$ cat config.mk
export PLATFORM = sky130hd
export DESIGN_NAME = pdc_top
export DESIGN_NICKNAME = d
export VERILOG_FILES = /design/src/pdc_pkg.sv /design/src/pdc_hold.sv /design/src/pdc_top.sv
export SDC_FILE = /design/constraint.sdc
export NUM_CORES = 1
export LEC_CHECK = 0
export ABC_AREA = 1
export BUFFER_PORTS_ARGS = -buffer_cell sky130_fd_sc_hd__buf_2
export CAP_MARGIN = 5
export CORE_MARGIN = 1
export CORE_UTILIZATION = 25
export CTS_CLUSTER_DIAMETER = 40
export DETAILED_ROUTE_END_ITERATION = 12
export HOLD_SLACK_MARGIN = 0.15
export PLACE_DENSITY = 0.43
export SETUP_SLACK_MARGIN = 0.15
export SYNTH_ARGS = -nofsm -noshare
export SYNTH_HDL_FRONTEND = slang
export SYNTH_HIERARCHICAL = 1
export SYNTH_SLANG_ARGS = --single-unit
$ cat constraint.sdc
create_clock -name clk_i -period 1.8 [get_ports clk_i]
set_clock_uncertainty 0.15 [all_clocks]
set_input_delay 0.09 -clock clk_i [delete_from_list [all_inputs] [get_ports clk_i]]
set_output_delay 0.09 -clock clk_i [all_outputs]
set_load 0.01 [all_outputs]
$ cat src/pdc_pkg.sv
// package for the power-down mode controller: register map, fields, types
// assumes a 32-bit avalon-mm slave with byte addresses
package pdc_pkg;
  // register byte offsets
  localparam logic [3:0] OFS_CTRL   = 4'h0;  // second system control register
  localparam logic [3:0] OFS_STATUS = 4'h4;  // reset flags / current mode
  localparam logic [3:0] OFS_BUS    = 4'h8;  // address windows, bus mode
  localparam logic [3:0] OFS_CMD    = 4'hC;  // instruction word input
  // field positions in the control register
  localparam int POWER_DOWN_PIN_COUNTER_CONTROL_LSB = 4;
  localparam logic [1:0] POWER_DOWN_PIN_COUNTER_CONTROL_RESET = 2'h0;
  // status fields
  localparam int FLAG_PON = 0;
  localparam int FLAG_PDR = 1;
  localparam int FLAG_MODE_LSB = 4;
  // protected power-down opcode, two halves must mirror each other
  localparam logic [15:0] PD_OP_HI = 16'h97A0;
  localparam logic [15:0] PD_OP_LO = 16'h685F;
  localparam logic [1:0] SLP_IDLE = 2'h0;
  // bus field positions
  localparam int BUS_WIN_LSB = 0;
  localparam int BUS_MUX8 = 8;
  localparam int BUS_DEMUX = 9;
  localparam int PORT_W = 16;

  typedef enum logic [1:0] {
    PDC_RUN,
    PDC_IDLE,
    PDC_SLEEP,
    PDC_PDOWN
  } pdc_mode_t;

  // pin values coming from ports and peripherals in run mode
  typedef struct packed {
    logic [15:0] p0_val;
    logic [15:0] p0_oe;
    logic [15:0] p1_val;
    logic [15:0] p1_oe;
    logic        ale;
    logic        rd_n;
    logic        wr_n;
    logic        system_clock_output;
    logic        programmable_frequency_output;
  } pdc_pins_t;

  // last external bus address
  typedef struct packed {
    logic [15:0] lo;
    logic [2:0]  hi;
  } pdc_addr_t;
endpackage

$ cat src/pdc_hold.sv
// freeze register for pin values during sleep and power-down
// assumes a single clock and synchronous active high reset
`timescale 1ns/100ps
module pdc_hold
  import pdc_pkg::*;
(
  input  wire logic             clk_i,
  input  wire logic             srst_i,
  input  wire logic             freeze_i,
  input  wire pdc_pkg::pdc_pins_t d_i,
  output pdc_pkg::pdc_pins_t    q_o
);
  // follows live values until frozen, then keeps the last state
  always_ff @(posedge clk_i)
  begin
    if (srst_i)
      q_o <= '0;
    else if (!freeze_i)
      q_o <= d_i;
  end
endmodule

$ cat src/pdc_top.sv
// power-down mode controller: entry, exit and pin states in low power
// assumes avalon-mm master on clk_i, pins from outside the clock domain
`timescale 1ns/100ps
module pdc_top
  import pdc_pkg::*;
(
  input  wire logic               clk_i,
  input  wire logic               srst_i,
  input  wire logic               por_i,
  input  wire logic               hw_reset_n_i,
  input  wire logic               nmi_n_i,
  input  wire logic [3:0]         avs_address_i,
  input  wire logic               avs_read_i,
  input  wire logic               avs_write_i,
  input  wire logic [31:0]        avs_writedata_i,
  input  wire logic [3:0]         avs_byteenable_i,
  output logic [31:0]             avs_readdata_o,
  output logic                    avs_waitrequest_o,
  input  wire logic               instr_done_i,
  input  wire logic               idle_req_i,
  input  wire pdc_pkg::pdc_pins_t live_pins_i,
  input  wire pdc_pkg::pdc_addr_t last_addr_i,
  input  wire logic [15:0]        p0_latch_i,
  input  wire logic [15:0]        p1_latch_i,
  output pdc_pkg::pdc_pins_t      pins_o,
  output logic                    core_clk_en_o,
  output logic                    wdt_run_o,
  output logic                    tod_clk_en_o,
  output logic                    tod_osc_en_o,
  output logic                    ram_retain_o,
  output logic                    sys_reset_o,
  output logic                    bus_pins_en_o,
  output logic [1:0]              mode_o
);
  import pdc_pkg::*;

  pdc_mode_t   mode;
  pdc_mode_t   next_mode;
  logic [1:0]  sync_rst_n;
  logic [1:0]  sync_nmi_n;
  logic        rst_n_s;
  logic        nmi_n_s;
  logic [1:0]  power_down_pin_counter_control;
  logic [1:0]  sleep_cfg;
  logic [7:0]  address_window_active_bit;
  logic        mux8;
  logic        demux;
  logic [15:0] port_dir_out;
  logic        flag_pon;
  logic        flag_pdr;
  logic        pd_armed;
  logic [15:0] cmd_hi;
  logic        cmd_hi_ok;
  logic        ext_rst;
  logic        bus_rd;
  logic        bus_wr;
  logic        rd_wait_done;
  pdc_pins_t   held;
  pdc_pins_t   next_pins;
  logic        stopped;

  // match of one half of the protected encoding
  function automatic logic half_ok(input logic [15:0] w,
                                   input logic [15:0] ref_w);
    half_ok = (w == ref_w);
  endfunction

  // pins come from outside the clock domain: two flops first
  always_ff @(posedge clk_i)
  begin
    if (srst_i)
    begin
      sync_rst_n <= 2'h3;
      sync_nmi_n <= 2'h3;
    end
    else
    begin
      sync_rst_n <= {sync_rst_n[0], hw_reset_n_i};
      sync_nmi_n <= {sync_nmi_n[0], nmi_n_i};
    end
  end
  assign rst_n_s = sync_rst_n[1];
  assign nmi_n_s = sync_nmi_n[1];
  // register and port defaults come back on an external reset
  assign ext_rst = srst_i || !rst_n_s;

  // reads take one wait state so the registered data stand at the
  // edge where waitrequest is low; writes complete at once
  always_ff @(posedge clk_i)
  begin
    if (srst_i)
      rd_wait_done <= 1'b0;
    else
      rd_wait_done <= avs_read_i && !rd_wait_done;
  end
  assign avs_waitrequest_o = avs_read_i && !rd_wait_done;
  assign bus_rd = avs_read_i && !rd_wait_done;
  assign bus_wr = avs_write_i && (mode == PDC_RUN);

  // control and bus registers, reset to defaults
  always_ff @(posedge clk_i)
  begin
    if (ext_rst)
    begin
      power_down_pin_counter_control <= POWER_DOWN_PIN_COUNTER_CONTROL_RESET;
      sleep_cfg <= SLP_IDLE;
      address_window_active_bit <= 8'h00;
      mux8 <= 1'b0;
      demux <= 1'b0;
      port_dir_out <= 16'h0000;
    end
    else if (bus_wr && avs_address_i == OFS_CTRL && avs_byteenable_i[0])
    begin
      power_down_pin_counter_control <=
        avs_writedata_i[POWER_DOWN_PIN_COUNTER_CONTROL_LSB +: 2];
      sleep_cfg <= avs_writedata_i[1:0];
    end
    else if (bus_wr && avs_address_i == OFS_BUS)
    begin
      if (avs_byteenable_i[0])
        address_window_active_bit <= avs_writedata_i[BUS_WIN_LSB +: 8];
      if (avs_byteenable_i[1])
      begin
        mux8 <= avs_writedata_i[BUS_MUX8];
        demux <= avs_writedata_i[BUS_DEMUX];
      end
      if (avs_byteenable_i[2])
        port_dir_out[7:0] <= avs_writedata_i[23:16];
      if (avs_byteenable_i[3])
        port_dir_out[15:8] <= avs_writedata_i[31:24];
    end
  end

  // reset identification: por sets power-on, reset out of pd sets restart
  always_ff @(posedge clk_i)
  begin
    if (srst_i)
    begin
      flag_pon <= 1'b0;
      flag_pdr <= 1'b0;
    end
    else if (por_i)
    begin
      flag_pon <= 1'b1;
      flag_pdr <= 1'b0;
    end
    else if (mode == PDC_PDOWN && !rst_n_s)
    begin
      flag_pdr <= 1'b1;
      flag_pon <= 1'b0;
    end
    else if (bus_wr && avs_address_i == OFS_STATUS && avs_byteenable_i[0])
    begin
      // write one clears; reset events above take priority
      flag_pon <= flag_pon & ~avs_writedata_i[FLAG_PON];
      flag_pdr <= flag_pdr & ~avs_writedata_i[FLAG_PDR];
    end
  end

  // protected instruction: high half then complementary low half
  always_ff @(posedge clk_i)
  begin
    if (ext_rst)
    begin
      cmd_hi <= 16'h0000;
      cmd_hi_ok <= 1'b0;
      pd_armed <= 1'b0;
    end
    else
    begin
      if (bus_wr && avs_address_i == OFS_CMD && (&avs_byteenable_i))
      begin
        cmd_hi <= avs_writedata_i[31:16];
        cmd_hi_ok <= half_ok(avs_writedata_i[31:16], PD_OP_HI) &&
                     half_ok(avs_writedata_i[15:0], PD_OP_LO) &&
                     half_ok(avs_writedata_i[31:16],
                             ~avs_writedata_i[15:0]);
      end
      // armed only if nmi low when the checked command is taken; stays armed until instr_done_i
      if (cmd_hi_ok && !pd_armed)
      begin
        pd_armed <= !nmi_n_s;
        cmd_hi_ok <= 1'b0;
      end
      else if (pd_armed && instr_done_i)
        pd_armed <= 1'b0;
    end
  end

  // mode sequencing
  always_comb
  begin
    next_mode = mode;
    case (mode)
      PDC_RUN:
        if (pd_armed && instr_done_i)
          next_mode = PDC_PDOWN;
        else if (idle_req_i)
          next_mode = (sleep_cfg == SLP_IDLE) ? PDC_IDLE : PDC_SLEEP;
      PDC_IDLE,
      PDC_SLEEP:
        if (!idle_req_i)
          next_mode = PDC_RUN;
      PDC_PDOWN:
        next_mode = PDC_PDOWN;
      default:
        next_mode = PDC_RUN;
    endcase
  end

  // only a reset (srst_i or the external reset pin) leaves power-down
  always_ff @(posedge clk_i)
  begin
    if (ext_rst)
      mode <= PDC_RUN;
    else
      mode <= next_mode;
  end

  assign stopped = (mode == PDC_SLEEP) || (mode == PDC_PDOWN);

  // freeze of the live pins while clocks are stopped
  pdc_hold u_hold (
    .clk_i    (clk_i),
    .srst_i   (srst_i),
    .freeze_i (stopped),
    .d_i      (live_pins_i),
    .q_o      (held)
  );

  // pin multiplexer per mode
  always_comb
  begin
    next_pins = live_pins_i;
    case (mode)
      PDC_IDLE:
      begin
        next_pins.ale = 1'b0;
        next_pins.rd_n = 1'b1;
        next_pins.wr_n = 1'b1;
        if (|address_window_active_bit)
        begin
          next_pins.p0_oe[7:0] = 8'h00;
          next_pins.p0_val[10:8] = last_addr_i.hi;
          next_pins.p0_oe[10:8] = mux8 ? 3'h7 : 3'h0;
          next_pins.p1_val = demux ? last_addr_i.lo : p1_latch_i;
          next_pins.p1_oe = 16'hFFFF;
        end
      end
      PDC_SLEEP,
      PDC_PDOWN:
      begin
        next_pins = held;
        next_pins.system_clock_output = 1'b1;
        next_pins.programmable_frequency_output = held.programmable_frequency_output;
        if (mode == PDC_PDOWN && power_down_pin_counter_control[0])
        begin
          next_pins.p0_oe = 16'h0000;
          next_pins.p1_oe = 16'h0000;
        end
      end
      default:
        next_pins = live_pins_i;
    endcase
    // released bus plus input direction turns bus drivers off
    if (!(|address_window_active_bit))
    begin
      next_pins.p0_oe = next_pins.p0_oe & port_dir_out;
      next_pins.p0_val = (mode == PDC_RUN) ? p0_latch_i : next_pins.p0_val;
    end
  end

  // pin outputs registered
  always_ff @(posedge clk_i)
  begin
    if (ext_rst)
    begin
      pins_o <= '0;
      pins_o.rd_n <= 1'b1;
      pins_o.wr_n <= 1'b1;
    end
    else
      pins_o <= next_pins;
  end

  // clock gating and retention
  always_comb
  begin
    core_clk_en_o = (mode == PDC_RUN);
    wdt_run_o = (mode == PDC_RUN) || (mode == PDC_IDLE);
    tod_clk_en_o = (mode != PDC_PDOWN) ||
                   !power_down_pin_counter_control[1];
    tod_osc_en_o = tod_clk_en_o;
    ram_retain_o = 1'b1;
    sys_reset_o = ext_rst;
    bus_pins_en_o = |address_window_active_bit;
    mode_o = mode;
  end

  // register read data
  always_ff @(posedge clk_i)
  begin
    if (srst_i)
      avs_readdata_o <= 32'h0000_0000;
    else if (bus_rd)
      case (avs_address_i)
        OFS_CTRL:   avs_readdata_o <= {26'h0, power_down_pin_counter_control,
                                       2'h0, sleep_cfg};
        OFS_STATUS: avs_readdata_o <= {26'h0, mode, 2'h0, flag_pdr, flag_pon};
        OFS_BUS:    avs_readdata_o <= {port_dir_out, 6'h00, demux, mux8,
                                       address_window_active_bit};
        OFS_CMD:    avs_readdata_o <= {cmd_hi, 16'h0000};
        default:    avs_readdata_o <= 32'h0000_0000;
      endcase
  end

  // assertions
  pd_sticky_a: assert property (@(posedge clk_i) disable iff (ext_rst)
    mode == PDC_PDOWN |=> mode == PDC_PDOWN)
    else $error("left power-down without reset");
  pd_entry_a: assert property (@(posedge clk_i) disable iff (ext_rst)
    (mode == PDC_RUN && next_mode == PDC_PDOWN) |-> instr_done_i && pd_armed)
    else $error("power-down entered without completed instruction");
  wdt_halt_a: assert property (@(posedge clk_i) disable iff (ext_rst)
    mode == PDC_PDOWN |-> !wdt_run_o && !core_clk_en_o)
    else $error("watchdog or core clock running in power-down");
  tod_osc_a: assert property (@(posedge clk_i) disable iff (ext_rst)
    tod_clk_en_o |-> tod_osc_en_o)
    else $error("counter running without oscillator");
  idle_strb_a: assert property (@(posedge clk_i) disable iff (ext_rst)
    $past(mode) == PDC_IDLE && mode == PDC_IDLE |->
      !pins_o.ale && pins_o.rd_n && pins_o.wr_n)
    else $error("bus strobes active in idle");
  clk_high_a: assert property (@(posedge clk_i) disable iff (ext_rst)
    stopped && $past(stopped) |-> pins_o.system_clock_output)
    else $error("clock output not high while stopped");
  arm_nmi_a: assert property (@(posedge clk_i) disable iff (ext_rst)
    $rose(pd_armed) |-> $past(!nmi_n_s))
    else $error("armed with nmi high");
  pins_off_a: assert property (@(posedge clk_i) disable iff (ext_rst)
    mode == PDC_PDOWN && $past(mode) == PDC_PDOWN &&
      power_down_pin_counter_control[0] |-> pins_o.p1_oe == 16'h0000)
    else $error("pin drivers on in power-down");
  flag_pdr_a: assert property (@(posedge clk_i) disable iff (srst_i || por_i)
    mode == PDC_PDOWN && !rst_n_s |=> flag_pdr)
    else $error("restart flag not set");
endmodule

* Word level (Yosys, flattened, before mapping) *
Index checks and enable logic that the tools add are counted.

cells by class
  add/subtract/negate cells = 0
  multiply operators = 0
  div/mod/pow operators = 0
  $lt $le $gt $ge = 0
  equality and inequality tests = 12
  shift-type cells = 0
  mux-type cells = 26
  bitwise operators = 7
  reduce and logical (&&, ||, !) cells = 41

operators with widths
  cell                                             count
  case mux 32 bit (4 select lines)                 1
  case mux 46 bit (2 select lines)                 1
  2-to-1 mux 16 bit                                4
  2-to-1 mux 43 bit                                1
  2-to-1 mux 32 bit                                1
  bitwise AND 16 bit                               1
  == test 16 x 15 -> 1 bit, second input constant  1
  == test 16 bit                                   1
  == test 16 bit, second input constant            1
  inverter 16 bit                                  1
  logical AND 1 bit                                15
  2-to-1 mux 13 bit                                1
  AND reduction 3 bit                              4
  2-to-1 mux 2 bit                                 5
  == test 4 bit, second input constant             2
  OR reduction 2 bit                               4
  OR reduction 8 bit                               1
  2-to-1 mux 1 bit                                 7
  2-to-1 mux 3 bit                                 2
  case mux 2 bit (3 select lines)                  1
  case mux 3 bit (2 select lines)                  1
  logical NOT 1 bit                                5
  2-to-1 mux 5 bit                                 1
  == test 2 bit, second input constant             2
  13 further kinds                                 22

word-level totals
  bits in registers = 226
  bits in latches = 0
  memory bits (writable) = 0
  bits in read-only memories = 0
  input port bits = 169
  output and inout port bits = 111
  word-level logic and storage cells = 120
  memories = 0

* Longest topological paths before layout *
  word-level depth = 7
  depth in mapped cells = 10
  mapped depth without buffers = 9

* Cells and area by module *
Netlist, hierarchy kept.

modules (own cells, without submodules)
  module    instances  cells an instance  area an instance (sq um)
  pdc_top   1          1,007              7,048.0
  pdc_hold  1          437                2,861.5

* Least setup slack after synthesis *
Ideal clock, no wire load.

  kind = reg2reg
  from = register mode[0], in the netlist mode_o[0]
  to = register u_hold/q_o[68] in the netlist's numbering
  setup time = 0.113 ns
  arrival time = 1.668 ns
  required time = 1.537 ns
  path slack = -0.131 ns
  stages on the path, launching flop included = 10
  path buffers = 3
  clock period less this slack = 1.931 ns
  path through = dfxtp_1 -> ha_1 -> nor2_4 -> inv_2 -> buf_2 -> buf_4 -> buf_6 -> nand2_1 -> nand2_1 -> nor2_1

on the way
  longest elaborated chain between the ends = 2
  elaborated cells between the ends (all ways) = 3

ends and longest elaborated chain
  element                   RTL line        text
  start: declaration        pdc_top.sv:37   pdc_mode_t mode;
  start signal: assignment  pdc_top.sv:217  mode <= next_mode;
  == test 2 bit             pdc_top.sv:220  assign stopped = (mode == PDC_SLEEP) || (mode == PDC_PDOWN);
  logical OR 1 bit (*)      pdc_top.sv:220
  net stopped               pdc_top.sv:60   logic stopped;
  end signal: assignment    pdc_hold.sv:19  q_o <= d_i;
  end: declaration          pdc_hold.sv:11  output pdc_pkg::pdc_pins_t q_o

Mark *: on every way through the listed nets, which the timed path passes. The rest lies on a longest branch.
A chain may end at the register's enable or synchronous reset.

* Worst setup path in the final report *
  from = register mode[0], in the netlist mode_o[0]
  to = register cmd_hi[12]

on the way
  longest elaborated chain between the ends = 4

ends and longest elaborated chain
  element                         RTL line        text
  logical NOT 2 bit               pdc_top.sv:98   assign bus_wr = avs_write_i && (mode == PDC_RUN);
  logical AND 1 bit               pdc_top.sv:98
  logical AND 1 bit (2 in a row)  pdc_top.sv:171  if (bus_wr && avs_address_i == OFS_CMD && (&avs_byteenable_i))
  end signal: assignment          pdc_top.sv:173  cmd_hi <= avs_writedata_i[31:16];
  end: declaration                pdc_top.sv:52   logic [15:0] cmd_hi;

Every way passes these cells.

==> flow_summary.toml <==
[status]
status = "complete, but fails checks"
violations = "negative setup slack"

[sta]
rsz0062_at_grt = "true"
post-route-worst-setup-slack_ns = -0.04246
worst_pin_slew_ns = 0.6946
slew_headroom_pct = 53.64
final.setup.tns_ns = -0.6127
hold_ws_ns = 0.1556
setup_violations = 31
hold_viol = 0
fmax_mhz = 542.8
slew_viol_final = 0
fin_crit_ns = 1.842
final.period_utilization_pct = 102.4

[global_route]
track_usage_pct = 18.45
grt_pass1_vias = 10630
grt_max_degree = 84
overflow = 0
antenna_found_initial = 4
grt_pass1_wl_um = 58390

[routing]
ant_nets = 0
wl_met2_um = 18330
drtIter0Drc = 508
drt-wirelength-per-cell_um = 15.42
drt-total-wl_um = 39770
vias = 11040
wl_met3_um = 1869
routed.top_layer = "met4"
drc = 0
first_pass_iters = 5
via_per_inst = 4.282
route.layer.met1.wl_um = 18560

[clock_network]
cts_buffers = 46
cts_tree = "done"
clock_sinks = 220
root_buffer = "clkbuf_16"
htreeDepth = 2
clk_latency_ns = 0.57
cts_buffer_depth = 3
clk_pin_slew_ns = 0.05

[setup_path]
reg2reg_to = "cmd_hi[12]"
path_class = "register to register"
reg2regPathDepth = 12
critical_path.startpoint_type = "register"
worstPathRequired_ns = 2.16
crit_path_end_kind = "register"
path_max_fanout = 8
r2r_start = "mode_o[0]"
crit_arrival_ns = 2.20
rrSetupSlack_ns = -0.04

[die]
fp.dieH_um = 200.7
rows = 72
coreArea_um2 = 38830
dieArea_um2 = 40280
start_util_pct = 25.42
io_pins = 280
dieWidth_um = 200.7

[logic_synthesis]
yosys_warnings = 6
synth_area_um2 = 9871
syn_avg_cell_area_um2 = 6.864
syn_inst = 1438

[hold_path]
hold_path_depth = 4
hp-class = "input pin to register"
min_to = "u_hold/q_o[66]"
min_from = "live_pins_i[66]"

[placement]
dp.final_hpwl_um = 24560
io_buffers = 272
gp_congestion = 0.7725

[final_layout]
fillers = 3867
multi_input_area_um2 = 5057
synthToLayoutAreaGrowth_pct = 79.05
ff_latch_area_um2 = 4419
fin_nets = 2192
drive_gt1_share_pct = 33.56

[run]
max-cap-violations = 0

[power]
vdd_drop_max_mv = 0.6424
powerDensity_nw_per_um2 = 1169
p_leak_uw = 0.008091
[flip-flops by register name (all words and copies together), names as in the netlist, 8 cells and up]
| register | cells |
|---|---|
| u_hold/q_o | 68 |
| port_dir_out | 16 |
| pins_o | 69 |
| avs_readdata_o | 26 |
| address_window_active_bit | 8 |
| cmd_hi | 16 |
[worst max-delay path, cell delays in order (launching register included)]
cell	delay (ns)
dfxtp_4	0.36
inv_4	0.07
ha_4	0.13
buf_6	0.11
nand2_8	0.06
nor2_4	0.12
inv_2	0.05
buf_6	0.11
nor3_4	0.18
buf_12	0.14
buf_16	0.11
o21ai_0	0.08
nor2_1	0.11
[layout make-up]
| type | count | area share, % |
|---|---|---|
| diodes | 5 | 0.07080 |
| well taps | 518 | 3.667 |
| clock buffers | 60 | 7.377 |
| flip-flops and latches | 220 | 25.01 |
| clock inverters | 26 | 2.287 |
| repair inverters | 1 | 0.04956 |
| multi-input cells | 984 | 28.62 |
| repair buffers | 607 | 29.31 |
| inverters | 158 | 3.618 |
[layout by cell type (no fill, tap or decap), types with 25 or more instances in the layout]
| cell type | instances |
|---|---|
| nand2_2 | 45 |
| inv_1 | 136 |
| dlygate4sd3_1 | 211 |
| buf_4 | 51 |
| nand2_1 | 306 |
| buf_2 | 266 |
| buf_12 | 25 |
| nand3_1 | 35 |
| o21ai_0 | 105 |
| buf_6 | 34 |
| nor2_2 | 38 |
| clkbuf_16 | 53 |
| dfxtp_1 | 212 |
| a21oi_1 | 87 |
| nor2_1 | 216 |
[power by group]
group / switching, uW / internal, uW / leakage [uW]
Sequential: 234 / 5410 / 0.00181
Combinational: 3010 / 2790 / 0.00546
Clock: 2960 / 6270 / 0.000819
Total: 6210 / 14500 / 0.00809
[metrics by stage]
stage	setup WS [ns]	power, uW	area, um^2	std cells	util, %
finish	-0.04246	20670	17670	2579	45.52
CTS	-0.07204	19850	16560	2538	42.64
floorplan	0.1525	8044	9948	1443	-
global placement	0.007451	9335	12030	2204	30.99
detailed placement	-0.03261	9376	12030	2204	30.99
global route	-0.1591	21680	17670	2578	45.51
[worst max path at each step]
stage	endpoint	depth (start not counted)	slack, ns	startpoint
floorplan	cmd_hi[10]	10	0.15	mode_o[1]
global route	pins_o[54]	10	-0.16	mode_o[0]
global placement	pins_o[36]	9	0.007	mode_o[1]
CTS	wdt_run_o	7	-0.07	mode_o[0]
detailed placement	pins_o[13]	6	-0.03	mode_o[1]
finish	cmd_hi[12]	12	-0.04	mode_o[0]
[timing repair]
item	CTS	global route
pin swaps	14	97
setup buffers	29	24
gates resized for setup	85	220
hold endpoints to repair	220	0
gates cloned	8	12
setup endpoints to repair	144	178
hold buffers	211	0
[per-layer routing]
| metal | vias up | GRT usage, % |
|---|---|---|
| met4 | 0 | 6.489 |
| met3 | 69 | 3.636 |
| met2 | 285 | 29.75 |
| li1 | 5670 | - |
| met5 | - | 0 |
| met1 | 5019 | 24.44 |
(Power assumes the default switching activity.)
